==> src/core/trip_rec_pkg.sv <==
package trip_rec_pkg;

  // Register byte offsets
  localparam logic [7:0] OFF_CTRL       = 8'h00;
  localparam logic [7:0] OFF_PRE_TIME   = 8'h04;
  localparam logic [7:0] OFF_POST_TIME  = 8'h08;
  localparam logic [7:0] OFF_MAX_TIME   = 8'h0C;
  localparam logic [7:0] OFF_STATUS     = 8'h10;
  localparam logic [7:0] OFF_IRQ_STATUS = 8'h14;
  localparam logic [7:0] OFF_IRQ_MASK   = 8'h18;

  // Field positions
  localparam int CTRL_OPER_BIT     = 0;
  localparam int STAT_CAPTURE_BIT  = 0;
  localparam int STAT_TRIP_BIT     = 1;
  localparam int STAT_COUNT_LSB    = 16;
  localparam int IRQ_TRIGGER_BIT   = 0;
  localparam int IRQ_DONE_BIT      = 1;
  localparam int IRQ_BLOCKED_BIT   = 2;
  localparam int IRQ_W             = 3;

  // Times in milliseconds
  localparam int TIME_W = 14;
  localparam logic [TIME_W-1:0] PRE_TIME_RST  = 14'd200;
  localparam logic [TIME_W-1:0] POST_TIME_RST = 14'd200;
  localparam logic [TIME_W-1:0] MAX_TIME_RST  = 14'd1000;
  localparam logic [TIME_W-1:0] WIN_TIME_MIN  = 14'd100;
  localparam logic [TIME_W-1:0] WIN_TIME_MAX  = 14'd1000;
  localparam logic [TIME_W-1:0] LIM_TIME_MIN  = 14'd500;
  localparam logic [TIME_W-1:0] LIM_TIME_MAX  = 14'd10000;

  // Millisecond tick derived from the clock period
  localparam int CLK_PERIOD_NS = 8;
  localparam int MS_IN_NS      = 1000000;
  localparam int CYCLES_PER_MS = MS_IN_NS / CLK_PERIOD_NS;

  // Channel layout
  localparam int ANALOG_W = 16;
  localparam int BIN_CH_N = 24;

  // Recorder states
  typedef enum logic [1:0] {
    REC_IDLE    = 2'b01,
    REC_CAPTURE = 2'b10
  } rec_state_e;

endpackage : trip_rec_pkg

==> src/core/trip_logic_fault_recorder.sv <==
//Contract
//- Trip request is OR of factory, supervisory, front panel and binary input trips and user trip conditions.
//- Trip block input suppresses every trip aggregation output.
//- Trip relay contact follows general trip with no further gating.
//- User term ORs both stages of five voltage/frequency trips plus rate trip.
//- Trips accepted from protection blocks, supervisory, front panel, binary inputs.
//- Recorder operation off or on, off after reset; off means no recording.
//- Pre/post 100..1000 ms default 200; overall limit 500..10000 default 1000.
//- Four analog channels: three line voltages and fourth voltage input.
//- Binary channels: trip, protection start/trip flags, synchrocheck releases.
//
// Added by the designer: the plain strobed port and the address map.
`timescale 1ns/1ps
module trip_logic_fault_recorder
  import trip_rec_pkg::*;
#(
  parameter int MS_CYCLES = trip_rec_pkg::CYCLES_PER_MS,
  parameter int FACT_N    = 1
) (
  input  wire logic                             core_clk_i,
  input  wire logic                             rst_n_i,
  // Trip sources
  input  wire logic [FACT_N-1:0]                factory_trip_i,
  input  wire logic                             supervisory_trip_i,
  input  wire logic                             front_panel_trip_i,
  input  wire logic                             binary_input_trip_i,
  input  wire logic                             trip_block_in_i,
  input  wire logic [1:0]                       ov_start_i,
  input  wire logic [1:0]                       ov_trip_i,
  input  wire logic [1:0]                       uv_start_i,
  input  wire logic [1:0]                       uv_trip_i,
  input  wire logic [1:0]                       rov_start_i,
  input  wire logic [1:0]                       rov_trip_i,
  input  wire logic [1:0]                       of_start_i,
  input  wire logic [1:0]                       of_trip_i,
  input  wire logic [1:0]                       uf_start_i,
  input  wire logic [1:0]                       uf_trip_i,
  input  wire logic                             rocof_start_i,
  input  wire logic                             rocof_trip_i,
  input  wire logic                             sync_release_auto_i,
  input  wire logic                             sync_release_manual_i,
  // Analog samples
  input  wire logic                             sample_valid_i,
  input  wire logic [trip_rec_pkg::ANALOG_W-1:0] line1_voltage_i,
  input  wire logic [trip_rec_pkg::ANALOG_W-1:0] line2_voltage_i,
  input  wire logic [trip_rec_pkg::ANALOG_W-1:0] line3_voltage_i,
  input  wire logic [trip_rec_pkg::ANALOG_W-1:0] fourth_voltage_input_i,
  // Register port
  input  wire logic [7:0]                       reg_addr_i,
  input  wire logic [31:0]                      reg_wdata_i,
  input  wire logic                             reg_wr_i,
  input  wire logic                             reg_rd_i,
  output logic [31:0]                           reg_rdata_o,
  output logic                                  irq_o,
  // Trip outputs
  output logic                                  general_trip_out_o,
  output logic                                  trip_relay_o,
  // Record stream
  output logic                                  rec_valid_o,
  output logic                                  rec_post_o,
  output logic                                  rec_trigger_o,
  output logic                                  rec_done_o,
  output logic [trip_rec_pkg::TIME_W-1:0]       rec_pre_len_o,
  output logic [trip_rec_pkg::ANALOG_W-1:0]     rec_line1_o,
  output logic [trip_rec_pkg::ANALOG_W-1:0]     rec_line2_o,
  output logic [trip_rec_pkg::ANALOG_W-1:0]     rec_line3_o,
  output logic [trip_rec_pkg::ANALOG_W-1:0]     rec_fourth_o,
  output logic [trip_rec_pkg::BIN_CH_N-1:0]     rec_binary_o
);
  import trip_rec_pkg::*;

  // Refuse parameter values the logic cannot serve
  if (FACT_N < 1) begin : g_fact_chk
    $error("trip_logic_fault_recorder: FACT_N must be at least 1");
  end
  if (MS_CYCLES < 2) begin : g_ms_chk
    $error("trip_logic_fault_recorder: MS_CYCLES must be at least 2");
  end

  ////////////////////////////////////////////////////////////////////////////////
  // State
  typedef struct packed {
    logic                 oper;
    logic [TIME_W-1:0]    pre_time;
    logic [TIME_W-1:0]    post_time;
    logic [TIME_W-1:0]    max_time;
    logic [IRQ_W-1:0]     irq_stat;
    logic [IRQ_W-1:0]     irq_mask;
    rec_state_e           state;
    logic [TIME_W-1:0]    ms_cnt;
    logic [TIME_W-1:0]    pre_fill;
    logic [TIME_W-1:0]    post_lim;
    logic [TIME_W-1:0]    pre_len;
    logic                 trip_q;
    logic [15:0]          rec_count;
    logic [31:0]          rdata;
    logic                 valid;
    logic                 post;
    logic                 trigger;
    logic                 done;
    logic [ANALOG_W-1:0]  a1;
    logic [ANALOG_W-1:0]  a2;
    logic [ANALOG_W-1:0]  a3;
    logic [ANALOG_W-1:0]  a4;
    logic [BIN_CH_N-1:0]  bin;
  } core_s;

  core_s st_reg;
  core_s st_next;

  logic                ms_tick;
  logic                user_trip;
  logic                trip_request;
  logic                trip_rise;
  logic [BIN_CH_N-1:0] bin_now;
  logic [TIME_W-1:0]   pre_cap;
  logic [TIME_W-1:0]   room;

  ////////////////////////////////////////////////////////////////////////////////
  // Trip aggregation
  assign user_trip    = (|ov_trip_i) | (|uv_trip_i) | (|rov_trip_i)
                      | (|of_trip_i) | (|uf_trip_i) | rocof_trip_i;
  assign trip_request = (|factory_trip_i) | user_trip | supervisory_trip_i
                      | front_panel_trip_i | binary_input_trip_i;
  assign general_trip_out_o = trip_request & ~trip_block_in_i;
  assign trip_relay_o       = general_trip_out_o;
  assign trip_rise          = general_trip_out_o & ~st_reg.trip_q;

  // Binary channel vector
  assign bin_now = {sync_release_manual_i, sync_release_auto_i,
                    uv_trip_i[0], uv_start_i, rov_trip_i, rov_start_i,
                    ov_trip_i, ov_start_i, rocof_trip_i, rocof_start_i,
                    uf_trip_i, uf_start_i, of_trip_i, of_start_i,
                    general_trip_out_o};

  // Pre window kept below the overall limit
  assign pre_cap = (st_reg.pre_fill < st_reg.max_time) ? st_reg.pre_fill
                                                       : st_reg.max_time - 1'b1;
  assign room    = st_reg.max_time - pre_cap;

  ////////////////////////////////////////////////////////////////////////////////
  // Millisecond time base
  ms_tick_gen #(
    .CYCLES (MS_CYCLES)
  ) u_ms_tick (
    .core_clk_i (core_clk_i),
    .rst_n_i    (rst_n_i),
    .run_i      (st_reg.oper),
    .tick_o     (ms_tick)
  );

  // Clamp a written time into its legal range
  function automatic logic [TIME_W-1:0] clamp_time(input logic [31:0] v,
                                                   input logic [TIME_W-1:0] lo,
                                                   input logic [TIME_W-1:0] hi);
    logic [TIME_W-1:0] r;
    if (v < 32'(lo)) r = lo;
    else if (v > 32'(hi)) r = hi;
    else r = v[TIME_W-1:0];
    return r;
  endfunction : clamp_time

  ////////////////////////////////////////////////////////////////////////////////
  // Next state
  always_comb begin
    logic [IRQ_W-1:0] ev;
    ev          = '0;
    st_next     = st_reg;
    st_next.trigger = 1'b0;
    st_next.done    = 1'b0;
    st_next.valid   = 1'b0;
    st_next.rdata   = 32'h0000_0000;
    st_next.trip_q  = general_trip_out_o;

    // Register writes
    if (reg_wr_i) begin
      case (reg_addr_i)
        OFF_CTRL:      st_next.oper = reg_wdata_i[CTRL_OPER_BIT];
        OFF_PRE_TIME:  st_next.pre_time  = clamp_time(reg_wdata_i, WIN_TIME_MIN,
                                                      WIN_TIME_MAX);
        OFF_POST_TIME: st_next.post_time = clamp_time(reg_wdata_i, WIN_TIME_MIN,
                                                      WIN_TIME_MAX);
        OFF_MAX_TIME:  st_next.max_time  = clamp_time(reg_wdata_i, LIM_TIME_MIN,
                                                      LIM_TIME_MAX);
        OFF_IRQ_MASK:  st_next.irq_mask  = reg_wdata_i[IRQ_W-1:0];
        default: ;
      endcase
    end

    // Register reads, data stands one cycle later
    if (reg_rd_i) begin
      case (reg_addr_i)
        OFF_CTRL:       st_next.rdata[CTRL_OPER_BIT] = st_reg.oper;
        OFF_PRE_TIME:   st_next.rdata[TIME_W-1:0]    = st_reg.pre_time;
        OFF_POST_TIME:  st_next.rdata[TIME_W-1:0]    = st_reg.post_time;
        OFF_MAX_TIME:   st_next.rdata[TIME_W-1:0]    = st_reg.max_time;
        OFF_STATUS: begin
          st_next.rdata[STAT_CAPTURE_BIT] = (st_reg.state == REC_CAPTURE);
          st_next.rdata[STAT_TRIP_BIT]    = st_reg.trip_q;
          st_next.rdata[STAT_COUNT_LSB +: 16] = st_reg.rec_count;
        end
        OFF_IRQ_STATUS: st_next.rdata[IRQ_W-1:0] = st_reg.irq_stat;
        OFF_IRQ_MASK:   st_next.rdata[IRQ_W-1:0] = st_reg.irq_mask;
        default: ;
      endcase
    end

    // Sample capture while operating
    if (st_reg.oper && sample_valid_i) begin
      st_next.valid = 1'b1;
      st_next.a1    = line1_voltage_i;
      st_next.a2    = line2_voltage_i;
      st_next.a3    = line3_voltage_i;
      st_next.a4    = fourth_voltage_input_i;
      st_next.bin   = bin_now;
    end

    // Recorder sequence
    case (st_reg.state)
      REC_IDLE: begin
        st_next.post = 1'b0;
        if (!st_reg.oper) begin
          st_next.pre_fill = '0;
        end else if (trip_rise) begin
          st_next.state    = REC_CAPTURE;
          st_next.trigger  = 1'b1;
          st_next.post     = 1'b1;
          st_next.ms_cnt   = '0;
          st_next.pre_len  = pre_cap;
          st_next.post_lim = (st_reg.post_time < room) ? st_reg.post_time
                                                       : room;
          st_next.rec_count = st_reg.rec_count + 1'b1;
          ev[IRQ_TRIGGER_BIT] = 1'b1;
        end else if (ms_tick && st_reg.pre_fill < st_reg.pre_time) begin
          st_next.pre_fill = st_reg.pre_fill + 1'b1;
        end else if (st_reg.pre_fill > st_reg.pre_time) begin
          st_next.pre_fill = st_reg.pre_time;
        end
      end
      REC_CAPTURE: begin
        if (!st_reg.oper) begin
          st_next.state    = REC_IDLE;
          st_next.post     = 1'b0;
          st_next.done     = 1'b1;
          st_next.pre_fill = '0;
          ev[IRQ_DONE_BIT] = 1'b1;
        end else if (ms_tick) begin
          st_next.ms_cnt = st_reg.ms_cnt + 1'b1;
          if (st_reg.ms_cnt + 1'b1 >= st_reg.post_lim) begin
            st_next.state    = REC_IDLE;
            st_next.post     = 1'b0;
            st_next.done     = 1'b1;
            st_next.pre_fill = '0;
            ev[IRQ_DONE_BIT] = 1'b1;
          end
        end
      end
      default: begin
        st_next.state = REC_IDLE;
        st_next.post  = 1'b0;
      end
    endcase

    // Blocked trip request
    if (trip_request && trip_block_in_i && !st_reg.trip_q) begin
      ev[IRQ_BLOCKED_BIT] = 1'b1;
    end

    // Sticky status, set wins over write-one-clear
    if (reg_wr_i && reg_addr_i == OFF_IRQ_STATUS) begin
      st_next.irq_stat = (st_reg.irq_stat & ~reg_wdata_i[IRQ_W-1:0]) | ev;
    end else begin
      st_next.irq_stat = st_reg.irq_stat | ev;
    end
  end

  ////////////////////////////////////////////////////////////////////////////////
  // State register
  always_ff @(posedge core_clk_i) begin
    if (!rst_n_i) begin
      st_reg           <= '0;
      st_reg.oper      <= 1'b0;
      st_reg.pre_time  <= PRE_TIME_RST;
      st_reg.post_time <= POST_TIME_RST;
      st_reg.max_time  <= MAX_TIME_RST;
      st_reg.state     <= REC_IDLE;
    end else begin
      st_reg <= st_next;
    end
  end

  ////////////////////////////////////////////////////////////////////////////////
  // Outputs
  assign reg_rdata_o   = st_reg.rdata;
  assign irq_o         = |(st_reg.irq_stat & st_reg.irq_mask);
  assign rec_valid_o   = st_reg.valid;
  assign rec_post_o    = st_reg.post;
  assign rec_trigger_o = st_reg.trigger;
  assign rec_done_o    = st_reg.done;
  assign rec_pre_len_o = st_reg.pre_len;
  assign rec_line1_o   = st_reg.a1;
  assign rec_line2_o   = st_reg.a2;
  assign rec_line3_o   = st_reg.a3;
  assign rec_fourth_o  = st_reg.a4;
  assign rec_binary_o  = st_reg.bin;

endmodule : trip_logic_fault_recorder

==> src/core/ms_tick_gen.sv <==
`timescale 1ns/1ps
module ms_tick_gen #(
  parameter int CYCLES = trip_rec_pkg::CYCLES_PER_MS
) (
  input  wire logic core_clk_i,
  input  wire logic rst_n_i,
  input  wire logic run_i,
  output logic      tick_o
);
  localparam int CNT_W = $clog2(CYCLES + 1);

  // Refuse a divider too short to give a one-cycle pulse
  if (CYCLES < 2) begin : g_cycles_chk
    $error("ms_tick_gen: CYCLES must be at least 2");
  end

  logic [CNT_W-1:0] cnt_reg;

  // Free divider, restarted while not running
  always_ff @(posedge core_clk_i) begin
    if (!rst_n_i || !run_i) begin
      cnt_reg <= '0;
      tick_o  <= 1'b0;
    end else if (cnt_reg == CNT_W'(CYCLES - 1)) begin
      cnt_reg <= '0;
      tick_o  <= 1'b1;
    end else begin
      cnt_reg <= cnt_reg + 1'b1;
      tick_o  <= 1'b0;
    end
  end
endmodule : ms_tick_gen

==> config.mk <==
export PLATFORM = sky130hd
export DESIGN_NAME = trip_logic_fault_recorder
export DESIGN_NICKNAME = d
export VERILOG_FILES = /design/src/core/trip_rec_pkg.sv /design/src/core/trip_logic_fault_recorder.sv /design/src/core/ms_tick_gen.sv
export SDC_FILE = /design/constraint.sdc
export NUM_CORES = 1
export LEC_CHECK = 0
export ABC_AREA = 0
export BUFFER_PORTS_ARGS = -buffer_cell sky130_fd_sc_hd__buf_2
export CORE_MARGIN = 2
export CORE_UTILIZATION = 35
export DETAILED_ROUTE_END_ITERATION = 10
export HOLD_SLACK_MARGIN = 0.02
export PLACE_DENSITY_LB_ADDON = 0.05
export SYNTH_ARGS = -nofsm -noshare
export SYNTH_HDL_FRONTEND = slang
export SYNTH_SLANG_ARGS = --single-unit
==> constraint.sdc <==
create_clock -name core_clk_i -period 11.15 [get_ports core_clk_i]
set_input_delay 2.7875 -clock core_clk_i [delete_from_list [all_inputs] [get_ports core_clk_i]]
set_output_delay 2.7875 -clock core_clk_i [all_outputs]
set_load 0.02 [all_outputs]
==> run_results.csv, run 1 <==
group,metric,value,unit
floorplan,initial_core_util,0.357,
worst_setup_path,cp.required,11.57,ns
placed_design,gp_congestion,0.854,
floorplan,die-area,42300,um^2
timing,rsz0062_at_grt,"no",
global_routing,grt_max_degree,101,
global_routing,grtUsageTotal,0.195,
power_and_ir_drop,seq_power_share,0.468,
timing,max_slew_margin,0.167,
cells_and_area,layout.nets,2078,
route,drc_errors,0,
logic_synthesis,synthTopCellsByArea,"dfxtp_1 (37%), nand2_1 (7.9%), buf_4 (7.2%)",
route,drt_first_pass_iters,4,
hold_path,holdCritStartpoint,"rec_binary_o[20]",
cts,cts_buffers,31,
placed_design,hpwl,31000,um
cts,cts_hold_buf,0,
placed_design,io_buffers,276,
power_and_ir_drop,total_power,2.02,mW
floorplan,fp.dieW,206,um
cts,clockRootBuffer,"clkbuf_16",
worst_setup_path,critPathSlowestCell,"a211oi_2",
logic_synthesis,ys_warn_count,0,
floorplan,core,39900,um^2
worst_setup_path,cp.depth,30,
cts,cts_setup_buffers,0,
route,wl,42700,um
logic_synthesis,yosysSeqAreaShare,0.371,
worst_setup_path,crit_end,"st_reg[157]",
worst_setup_path,cp.arrival,7.43,ns
cts,htree_levels,1,
worst_setup_path,cp-startpoint,"st_reg[209]",
timing,clock_skew,0.0202,ns
power_and_ir_drop,vdd_drop_max,0.0000888,V
worst_setup_path,rrSetupSlack,4.14,ns
power_and_ir_drop,switching_power,0.460,mW
timing,setup_viol,0,
worst_setup_path,crit_type,"reg -> reg",
logic_synthesis,synth_enable_flop_cells,0,
cells_and_area,drive_gt1_frac,0.197,
power_and_ir_drop,swShare,0.228,
worst_setup_path,r2r_end,"st_reg[157]",
power_and_ir_drop,p_comb_frac,0.032,
timing,period_share,0.629,
route,vias,12196,
route,drt_iter0_drc,748,
timing,finalCriticalPeriod,7.01,ns
timing,max_freq,0.143,GHz
logic_synthesis,synth.ff_latch_count,264,
logic_synthesis,ys_types,78,
hold_path,min_path_type,"reg -> reg",
timing,hold_viol_final,0,
cts,path_clk_slew,0.07,ns
outcome,status,"finished, final reports clean",
power_and_ir_drop,p_int,1.56,mW
route,vias_per_cell,5.04,
worst_setup_path,critical-path-top-delay-family,"compound AO/OA/AOI/OAI gates",
worst_setup_path,end_kind,"register",
floorplan,rows,73,
logic_synthesis,synth_area_per_cell,8.05,um^2
floorplan,fp.dieH,206,um
cts,cts_tree,"yes",
power_and_ir_drop,pwr-share-clk,0.499,
global_routing,overflow,0,
timing,worst_pin_slew,1.25,ns
global_routing,grt_pass1_wl,64700,um
cts,clk_latency,0.59,ns
floorplan,io_pins,279,
logic_synthesis,async_flop_share,0,
global_routing,antenna_found_initial,1,
cts,clock-sinks,264,
worst_setup_path,max_stage_delay,0.58,ns
logic_synthesis,netlist_area,14200,um^2
cts,cts_resized,0,
worst_setup_path,worstReg2RegStart,"st_reg[209]",
job,cap_violations,0,
worst_setup_path,cp_max_fo,36,
timing,timing.setup.tns,0,ns
logic_synthesis,ys.flop_type,"dfxtp_1",
worst_setup_path,start_kind,"register",
timing,drv_slew,0,
route,drt.antenna.violating_nets,0,
power_and_ir_drop,cellPowerDensity,126,nW/um^2
logic_synthesis,netlist.area_leader.share,0.371,
cells_and_area,syn2layout_area_growth,12.5,%
worst_setup_path,path_buf_inv,3,
power_and_ir_drop,p_leak,6.76,nW
worst_setup_path,critPathMostFrequentCell,"a21oi_1",
worst_setup_path,r2r_cells,30,
logic_synthesis,netlist_instances,1770,
logic_synthesis,yosys.area.top_type,"dfxtp_1",
global_routing,grt_pass1_vias,11242,
cts,cts_max_path_buffers,3,
cells_and_area,largest_reg_flops,110,
route,wl_per_cell,17.7,um
worst min-delay path by stage:
stage                                 to  cells past startpoint
finish                  rec_binary_o[20]                      2
floorplan           u_ms_tick.cnt_reg[0]                      1
global placement    u_ms_tick.cnt_reg[0]                      1
global route             rec_line3_o[14]                      2
CTS                 u_ms_tick.cnt_reg[0]                      1
detailed placement  u_ms_tick.cnt_reg[0]                      1
area by class of cell:
class	instances	area [um^2]
fill	4206	23900
clock buffer	41	833
sequential	264	5290
timing repair buffer	290	1490
multi-input combinational	1217	7360
tap	525	657
clock inverter	13	151
inverter	66	253
antenna	2	5.00
logic make-up (layout without fill, tap and decap cells):
| logic type | Yosys count | after routing | share of synthesized area |
|---|---|---|---|
| buf+inv | 290 | 410 | 0.114 |
| mux | 49 | 49 | 0.0371 |
| simple gates | 661 | 661 | 0.207 |
| compound gates | 358 | 358 | 0.162 |
| fa+ha+maj | 71 | 71 | 0.0627 |
| other cells | 1 | 4 | 0.000263 |
| xor+xnor | 76 | 76 | 0.0467 |
| flops | 264 | 264 | 0.371 |
synthesized netlist by cell type (all sizes together), types with 19 or more instances:
cell type    n
a211oi      26
a21o        20
a21oi      167
and2        25
and3        19
buf        153
clkbuf      71
dfxtp      264
ha          69
inv         65
mux2i       38
nand2      300
nand3       46
nor2       169
nor3        27
o211ai      24
o21ai       35
xnor2       38
xor2        38
per-stage QoR:
| step | instance area (um^2) | instances | setup WS, ns | util | hold slack (ns) |
|---|---|---|---|---|---|
| floorplan | 14200 | 1771 | 4.59 | - | 0.418 |
| global placement | 15000 | 2362 | 4.17 | 0.377 | 0.431 |
| detailed placement | 15000 | 2362 | 4.21 | 0.377 | 0.441 |
| CTS | 16000 | 2416 | 4.18 | 0.401 | 0.450 |
| global route | 16000 | 2416 | 3.35 | 0.401 | 0.466 |
| finish | 16000 | 2418 | 4.14 | 0.402 | 0.448 |
power by group through the flow:
stage	registers (mW)	logic (mW)	clock network (mW)
3_3_place_gp	0.966	0.0654	0
5_1_grt	0.945	0.0706	1.08
4_1_cts	0.945	0.0655	1.04
3_5_place_dp	0.966	0.0653	0
2_1_floorplan	0.965	0.0273	0
6_report	0.946	0.0654	1.01
routing by layer:
metal / vias to the layer above / GRT usage / wire length (um)
li1: 6110 / - / -
met1: 5763 / 0.280 / 20700
met2: 271 / 0.306 / 19200
met3: 50 / 0.0279 / 2160
met4: 2 / 0.0452 / 689
met5: - / 0 / 9
layout by cell type, fill, tap and decap left out, types with 4 or more instances in the layout:
cell type  instances
a211oi_1          22
a21o_1            20
a21oi_1          167
a22oi_1           18
a31oi_1           10
and2_1            22
and3_1            19
buf_2            276
buf_4             14
clkbuf_1           8
clkbuf_16         31
clkinv_2           7
dfxtp_1          264
ha_1              69
inv_1             65
mux2_2            10
mux2i_1           37
nand2_1          299
nand2b_1           7
nand3_1           46
nand3b_1           5
nand4_1           14
nor2_1           167
nor2b_1           10
nor3_1            27
nor4_1            11
o211ai_1          24
o21a_1            12
o21ai_0           30
o21ai_1            5
o31ai_1            9
or2_2              4
or3_1              7
xnor2_1           38
xor2_1            38
worst min-delay path: cells and delay by family, from the launching register on:
kind,cells,cell delay [ns]
AO/OA/AOI/OAI,1,0.05
flip-flops,1,0.30
AND/OR/NAND/NOR,1,0.05
Note: power is estimated with default switching activity, not from simulation.
==> run 2, diff against run 1 <==
==> constraint.sdc (replaced) <==
create_clock -name core_clk_i -period 5.65 [get_ports core_clk_i]
set_input_delay 1.4125 -clock core_clk_i [delete_from_list [all_inputs] [get_ports core_clk_i]]
set_output_delay 1.4125 -clock core_clk_i [all_outputs]
set_load 0.02 [all_outputs]
==> run 2 against run 1 <==
- the flow now finishes with violations (setup timing)
- via count increased by 1.9%
- count of clock-buffer cells in the layout grew 2
- die area unchanged
- flip-flop and latch count is the same
- sequential power rose by 98%
- cell area rose by 4.4%
- hold slack lost 0.00072 ns
- critical path type unchanged
- largest cell class unchanged
==> run_results.csv, run 2 (same netlist as run 1, synthesis figures left out) <==
group,metric,value,unit
global_routing,grt_max_degree,111,
floorplan,fp.dieW,206,um
placed_design,gp_congestion,0.852,
worst_setup_path,cp.required,6.13,ns
worst_setup_path,start_kind,"register",
floorplan,initial_core_util,0.357,
cts,path_clk_slew,0.06,ns
worst_setup_path,cp.arrival,6.14,ns
cells_and_area,layout_common_cells,"nand2_1 (299), buf_2 (276), dfxtp_1 (261)",
worst_setup_path,critPathSlowestCell,"a2111oi_4",
outcome,violations,"setup timing",
cells_and_area,final-seq-area,5290,um^2
cts,cts_max_path_buffers,3,
timing,worst_pin_slew,0.925,ns
route,met1_length,20900,um
worst_setup_path,max_stage_delay,0.39,ns
cells_and_area,largest_reg_flops,110,
worst_setup_path,end_kind,"register",
global_routing,grt_pass1_wl,66400,um
route,drt.antenna.violating_nets,0,
placed_design,hpwl,32500,um
timing,period_share,1.00,
cells_and_area,drive_gt1_frac,0.238,
cts,cts_buffers,31,
timing,clock_skew,0.00925,ns
cells_and_area,final_common_cell,"nand2_1",
cts,cts_hold_buf,0,
route,vias,12425,
timing,finalWorstSetupSlack,-0.0104,ns
route,drc_errors,0,
cts,clk_latency,0.56,ns
timing,setup_viol,3,
route,drt_first_pass_iters,7,
timing,max_slew_margin,0.383,
placed_design,io_buffers,276,
cells_and_area,layout.nets,2134,
timing,whs,0.447,ns
job,cap_violations,0,
global_routing,antenna_found_initial,0,
timing,max_freq,0.177,GHz
cells_and_area,fillCellCount,4213,
cts,clockRootBuffer,"clkbuf_16",
route,wl_per_cell,17.6,um
floorplan,core,39900,um^2
hold_path,min_path_type,"reg -> reg",
route,drt_iter0_drc,678,
global_routing,overflow,0,
route,wl,43500,um
worst_setup_path,crit_type,"reg -> reg",
route,met3_length,2130,um
timing,rsz0062_at_grt,"yes",
timing,timing.setup.tns,-0.0287,ns
floorplan,fp.dieH,206,um
timing,finalCriticalPeriod,5.66,ns
power_and_ir_drop,p_leak,7.13,nW
cts,cts_tree,"yes",
floorplan,rows,73,
route,dr.max_layer_used,"met4",
cts,clock-sinks,264,
power_and_ir_drop,vdd_drop_max,0.000171,V
route,vias_per_cell,5.02,
global_routing,grt_pass1_vias,11851,
timing,drv_slew,0,
power_and_ir_drop,cellPowerDensity,244,nW/um^2
placed_design,dp_slack,0.0347,ns
route,met2_length,19500,um
cells_and_area,syn2layout_area_growth,17.5,%
global_routing,grtUsageTotal,0.199,
floorplan,die-area,42300,um^2
timing,hold_viol_final,0,
floorplan,io_pins,279,
worst_setup_path,critPathMostFrequentCell,"a21oi_2",
worst_setup_path,cp_max_fo,8,
cells_and_area,multi_input_comb_area,7510,um^2
outcome,status,"complete, but fails checks",
cts,htree_levels,1,
## run 2: cell types whose count changed in the layout (fill, tap and decap cells not counted), moves of 3 or more
cell      previous run  this run
a21oi_2              0         4
buf_4               14        64
clkbuf_8             2         8
o21ai_2              0         4
buf_6                0         4
dfxtp_1            264       261
o31ai_1              9         6
dfxtp_2              0         3
clkbuf_1             8         4
ha_1                69        66
nor2_1             167       164
a21oi_1            167       163
## run 2: through the flow
stage	cells	power, mW	instance area (um^2)	util
4_1_cts	2456	4.16	16500	0.413
5_1_grt	2474	4.24	16700	0.419
6_report	2475	4.09	16700	0.419
3_5_place_dp	2400	2.04	15400	0.386
3_3_place_gp	2400	2.04	15400	0.386
2_1_floorplan	1771	1.96	14300	-
## run 2: timing repair
item / 4_1_cts / 5_1_grt
endpoints found under the hold margin: 0 / 0
buffers inserted: 0 / 15
setup endpoints to repair: 0 / 14
gates resized for setup: 0 / 34
## run 2: where the power goes
group          switching (mW)  internal [mW]
Clock                   0.802           1.29
Combinational          0.0808         0.0492
Sequential            0.00229           1.86
Total                   0.885           3.20
## run 2: final cells by class
class / count / share of cell area
sequential: 264 / 0.316
inverter: 66 / 0.0151
timing repair buffer: 346 / 0.116
clock inverter: 13 / 0.0105
antenna: 1 / 0.000150
tap: 525 / 0.0392
clock buffer: 43 / 0.0538
multi-input combinational: 1217 / 0.449
## run 2: path summary, 6_finish.rpt
check / from / cells after the start / end / slack (ns)
max reg2reg: st_reg[208] / 31 / st_reg[160] / -0.01
min reg2reg: u_ms_tick.cnt_reg[0] / 1 / u_ms_tick.cnt_reg[0] / 0.45
min: u_ms_tick.cnt_reg[0] / 1 / u_ms_tick.cnt_reg[0] / 0.45
max: st_reg[208] / 31 / st_reg[160] / -0.01
## run 2: routing by layer
layer / track usage / vias to the layer above
met1: 0.282 / 5859
met4: 0.0493 / 0
met5: 0 / -
met3: 0.0325 / 53
met2: 0.313 / 279
li1: - / 6234
## run 2: worst max-delay path, delay by kind of cell (launching register included)
kind,cells,cell delay (ns)
AO/OA/AOI/OAI,16,3.09
adder cells (fa/ha/maj),4,1.02
buffers and inverters,4,0.58
AND/OR/NAND/NOR,6,0.39
flip-flops,1,0.33
multiplexers,1,0.16
==> run 3, diff against run 2 <==
--- a/config.mk
+++ b/config.mk
@@ -8,7 +8,8 @@
 export ABC_AREA = 0
 export BUFFER_PORTS_ARGS = -buffer_cell sky130_fd_sc_hd__buf_2
 export CORE_MARGIN = 2
-export CORE_UTILIZATION = 35
+export CORE_UTILIZATION = 51
+export CTS_CLUSTER_DIAMETER = 200
 export DETAILED_ROUTE_END_ITERATION = 10
 export HOLD_SLACK_MARGIN = 0.02
 export PLACE_DENSITY_LB_ADDON = 0.05
==> run 3 against run 2 <==
- global-route usage rose by 5.3 points
- the run now ends clean
- combinational power fell by 3%
- register-to-register slack gained 0.04 ns
- cell area shrank 2.0%
- largest cell class unchanged
- via count is 0.19% lower
- wire length down 11%
- clock power shrank 5%
- power down 2.5%
- hold slack improved by 0.0022 ns
- clock skew rose by 0.012 ns
- non-clock buffer count down 13
==> run_results.csv, run 3 (same netlist as run 1, synthesis figures left out) <==
group,metric,value,unit
floorplan,io_pins,279,
timing,finalCriticalPeriod,5.62,ns
global_routing,grt_max_degree,131,
timing,rsz0062_at_grt,"yes",
timing,period_share,0.996,
cells_and_area,syn2layout_area_growth,15.2,%
floorplan,die-area,29300,um^2
cells_and_area,layout.nets,2119,
cts,clk_latency,0.56,ns
timing,max_freq,0.178,GHz
route,drt_iter0_drc,965,
cells_and_area,antenna_cells,0,
power_and_ir_drop,cellPowerDensity,243,nW/um^2
route,vias_per_cell,5.36,
placed_design,hpwl,28200,um
timing,setup_viol,0,
timing,clock_skew,0.0212,ns
worst_setup_path,cp_max_fo,7,
global_routing,overflow,0,
cts,cts_max_path_buffers,3,
worst_setup_path,max_stage_delay,0.33,ns
cells_and_area,post-route-util,0.594,
job,cap_violations,0,
global_routing,antenna_found_initial,0,
cells_and_area,layout_common_cells,"nand2_1 (298), buf_2 (276), dfxtp_1 (258)",
route,wl,38700,um
worst_setup_path,cp.required,6.12,ns
hold_path,min_path_type,"reg -> reg",
floorplan,core,27600,um^2
power_and_ir_drop,vdd_drop_max,0.000204,V
cells_and_area,final_cells,2312,
cts,htree_levels,1,
cts,path_clk_slew,0.06,ns
floorplan,fp.dieW,171,um
power_and_ir_drop,p_leak,7.03,nW
cts,clockRootBuffer,"clkbuf_16",
global_routing,grt_pass1_wl,59100,um
placed_design,dp_slack,0.0474,ns
timing,max_slew_margin,0.245,
cells_and_area,largest_reg_flops,110,
route,vias,12402,
route,drc_errors,0,
cells_and_area,drive_gt1_frac,0.235,
placed_design,io_buffers,276,
route,drt.antenna.violating_nets,0,
floorplan,initial_core_util,0.515,
placed_design,placed_cells,2246,
global_routing,grt_pass1_vias,11266,
worst_setup_path,start_kind,"register",
worst_setup_path,end_kind,"register",
cts,clock-sinks,264,
worst_setup_path,critPathSlowestCell,"dfxtp_2",
outcome,status,"finished, final reports clean",
timing,drv_slew,0,
placed_design,gp_congestion,0.914,
floorplan,rows,61,
timing,worst_pin_slew,1.13,ns
worst_setup_path,cp.arrival,6.09,ns
cts,cts_buffers,29,
cells_and_area,final_common_cell,"nand2_1",
worst_setup_path,crit_type,"reg -> reg",
timing,hold_viol_final,0,
timing,finalWorstSetupSlack,0.0252,ns
floorplan,fp.dieH,171,um
global_routing,grtUsageTotal,0.251,
timing,whs,0.449,ns
cts,cts_tree,"yes",
route,wl_per_cell,16.7,um
route,drt_first_pass_iters,5,
[run 3: cell types whose count changed in the layout (fill, tap and decap cells not counted), sizes merged]
| cell | before | now |
|---|---|---|
| buf | 346 | 331 |
| bufinv | 4 | 5 |
| clkbuf | 43 | 39 |
| clkinv | 7 | 9 |
| clkinvlp | 1 | 2 |
| diode | 1 | 0 |
[run 3: repair_timing]
item,in CTS,in global routing
setup buffers,0,10
resized for setup,0,35
endpoints found under the setup margin,0,14
endpoints found under the hold margin,0,0
hold buffers,0,0
[run 3: worst max-delay path, delay by kind of cell (launching register included)]
kind / cells / cell delay, ns
fa+ha+maj: 3 / 0.68
compound gates: 14 / 2.58
flops: 1 / 0.33
buf+inv: 5 / 0.66
simple gates: 5 / 0.63
mux: 3 / 0.62
[run 3: final cells by class]
class                           count  area, um^2
Clock buffer                       37         786
Sequential cell                   264        5290
Tap cell                          378         473
Inverter                           66         253
Multi-Input combinational cell   1217        7520
Fill cell                        2630       11200
Timing Repair Buffer              333        1860
Clock inverter                     17         226
[run 3: power breakdown]
part	leakage (nW)	internal [mW]	switching [mW]
Clock	0.496	1.21	0.782
Combinational	4.41	0.0491	0.0772
Sequential	2.13	1.86	0.00187
Total	7.03	3.12	0.861
[run 3: path summary, 6_finish.rpt]
kind | from | end | slack, ns | cells past startpoint
hold / removal | rec_fourth_o[5] | rec_fourth_o[5] | 0.45 | 2
setup / recovery | st_reg[208] | st_reg[155] | 0.03 | 30
setup reg to reg | st_reg[208] | st_reg[155] | 0.03 | 30
hold reg to reg | rec_fourth_o[5] | rec_fourth_o[5] | 0.45 | 2
[run 3: routing by layer]
metal / up-vias / wire, um / track usage
met1: 5764 / 17900 / 0.358
li1: 6191 / - / -
met3: 58 / 2430 / 0.0317
met4: 0 / 872 / 0.0671
met5: - / 0 / 0
met2: 389 / 17500 / 0.401
[run 3: stage by stage]
stage                     TNS (ns)  instance area [um^2]  total power [mW]
after floorplan                  0                 14300              1.96
after global placement           0                 15200              2.03
after detailed placement         0                 15200              2.03
after CTS                        0                 16200              4.03
after global routing         -2.44                 16400              4.11
final                            0                 16400              3.99
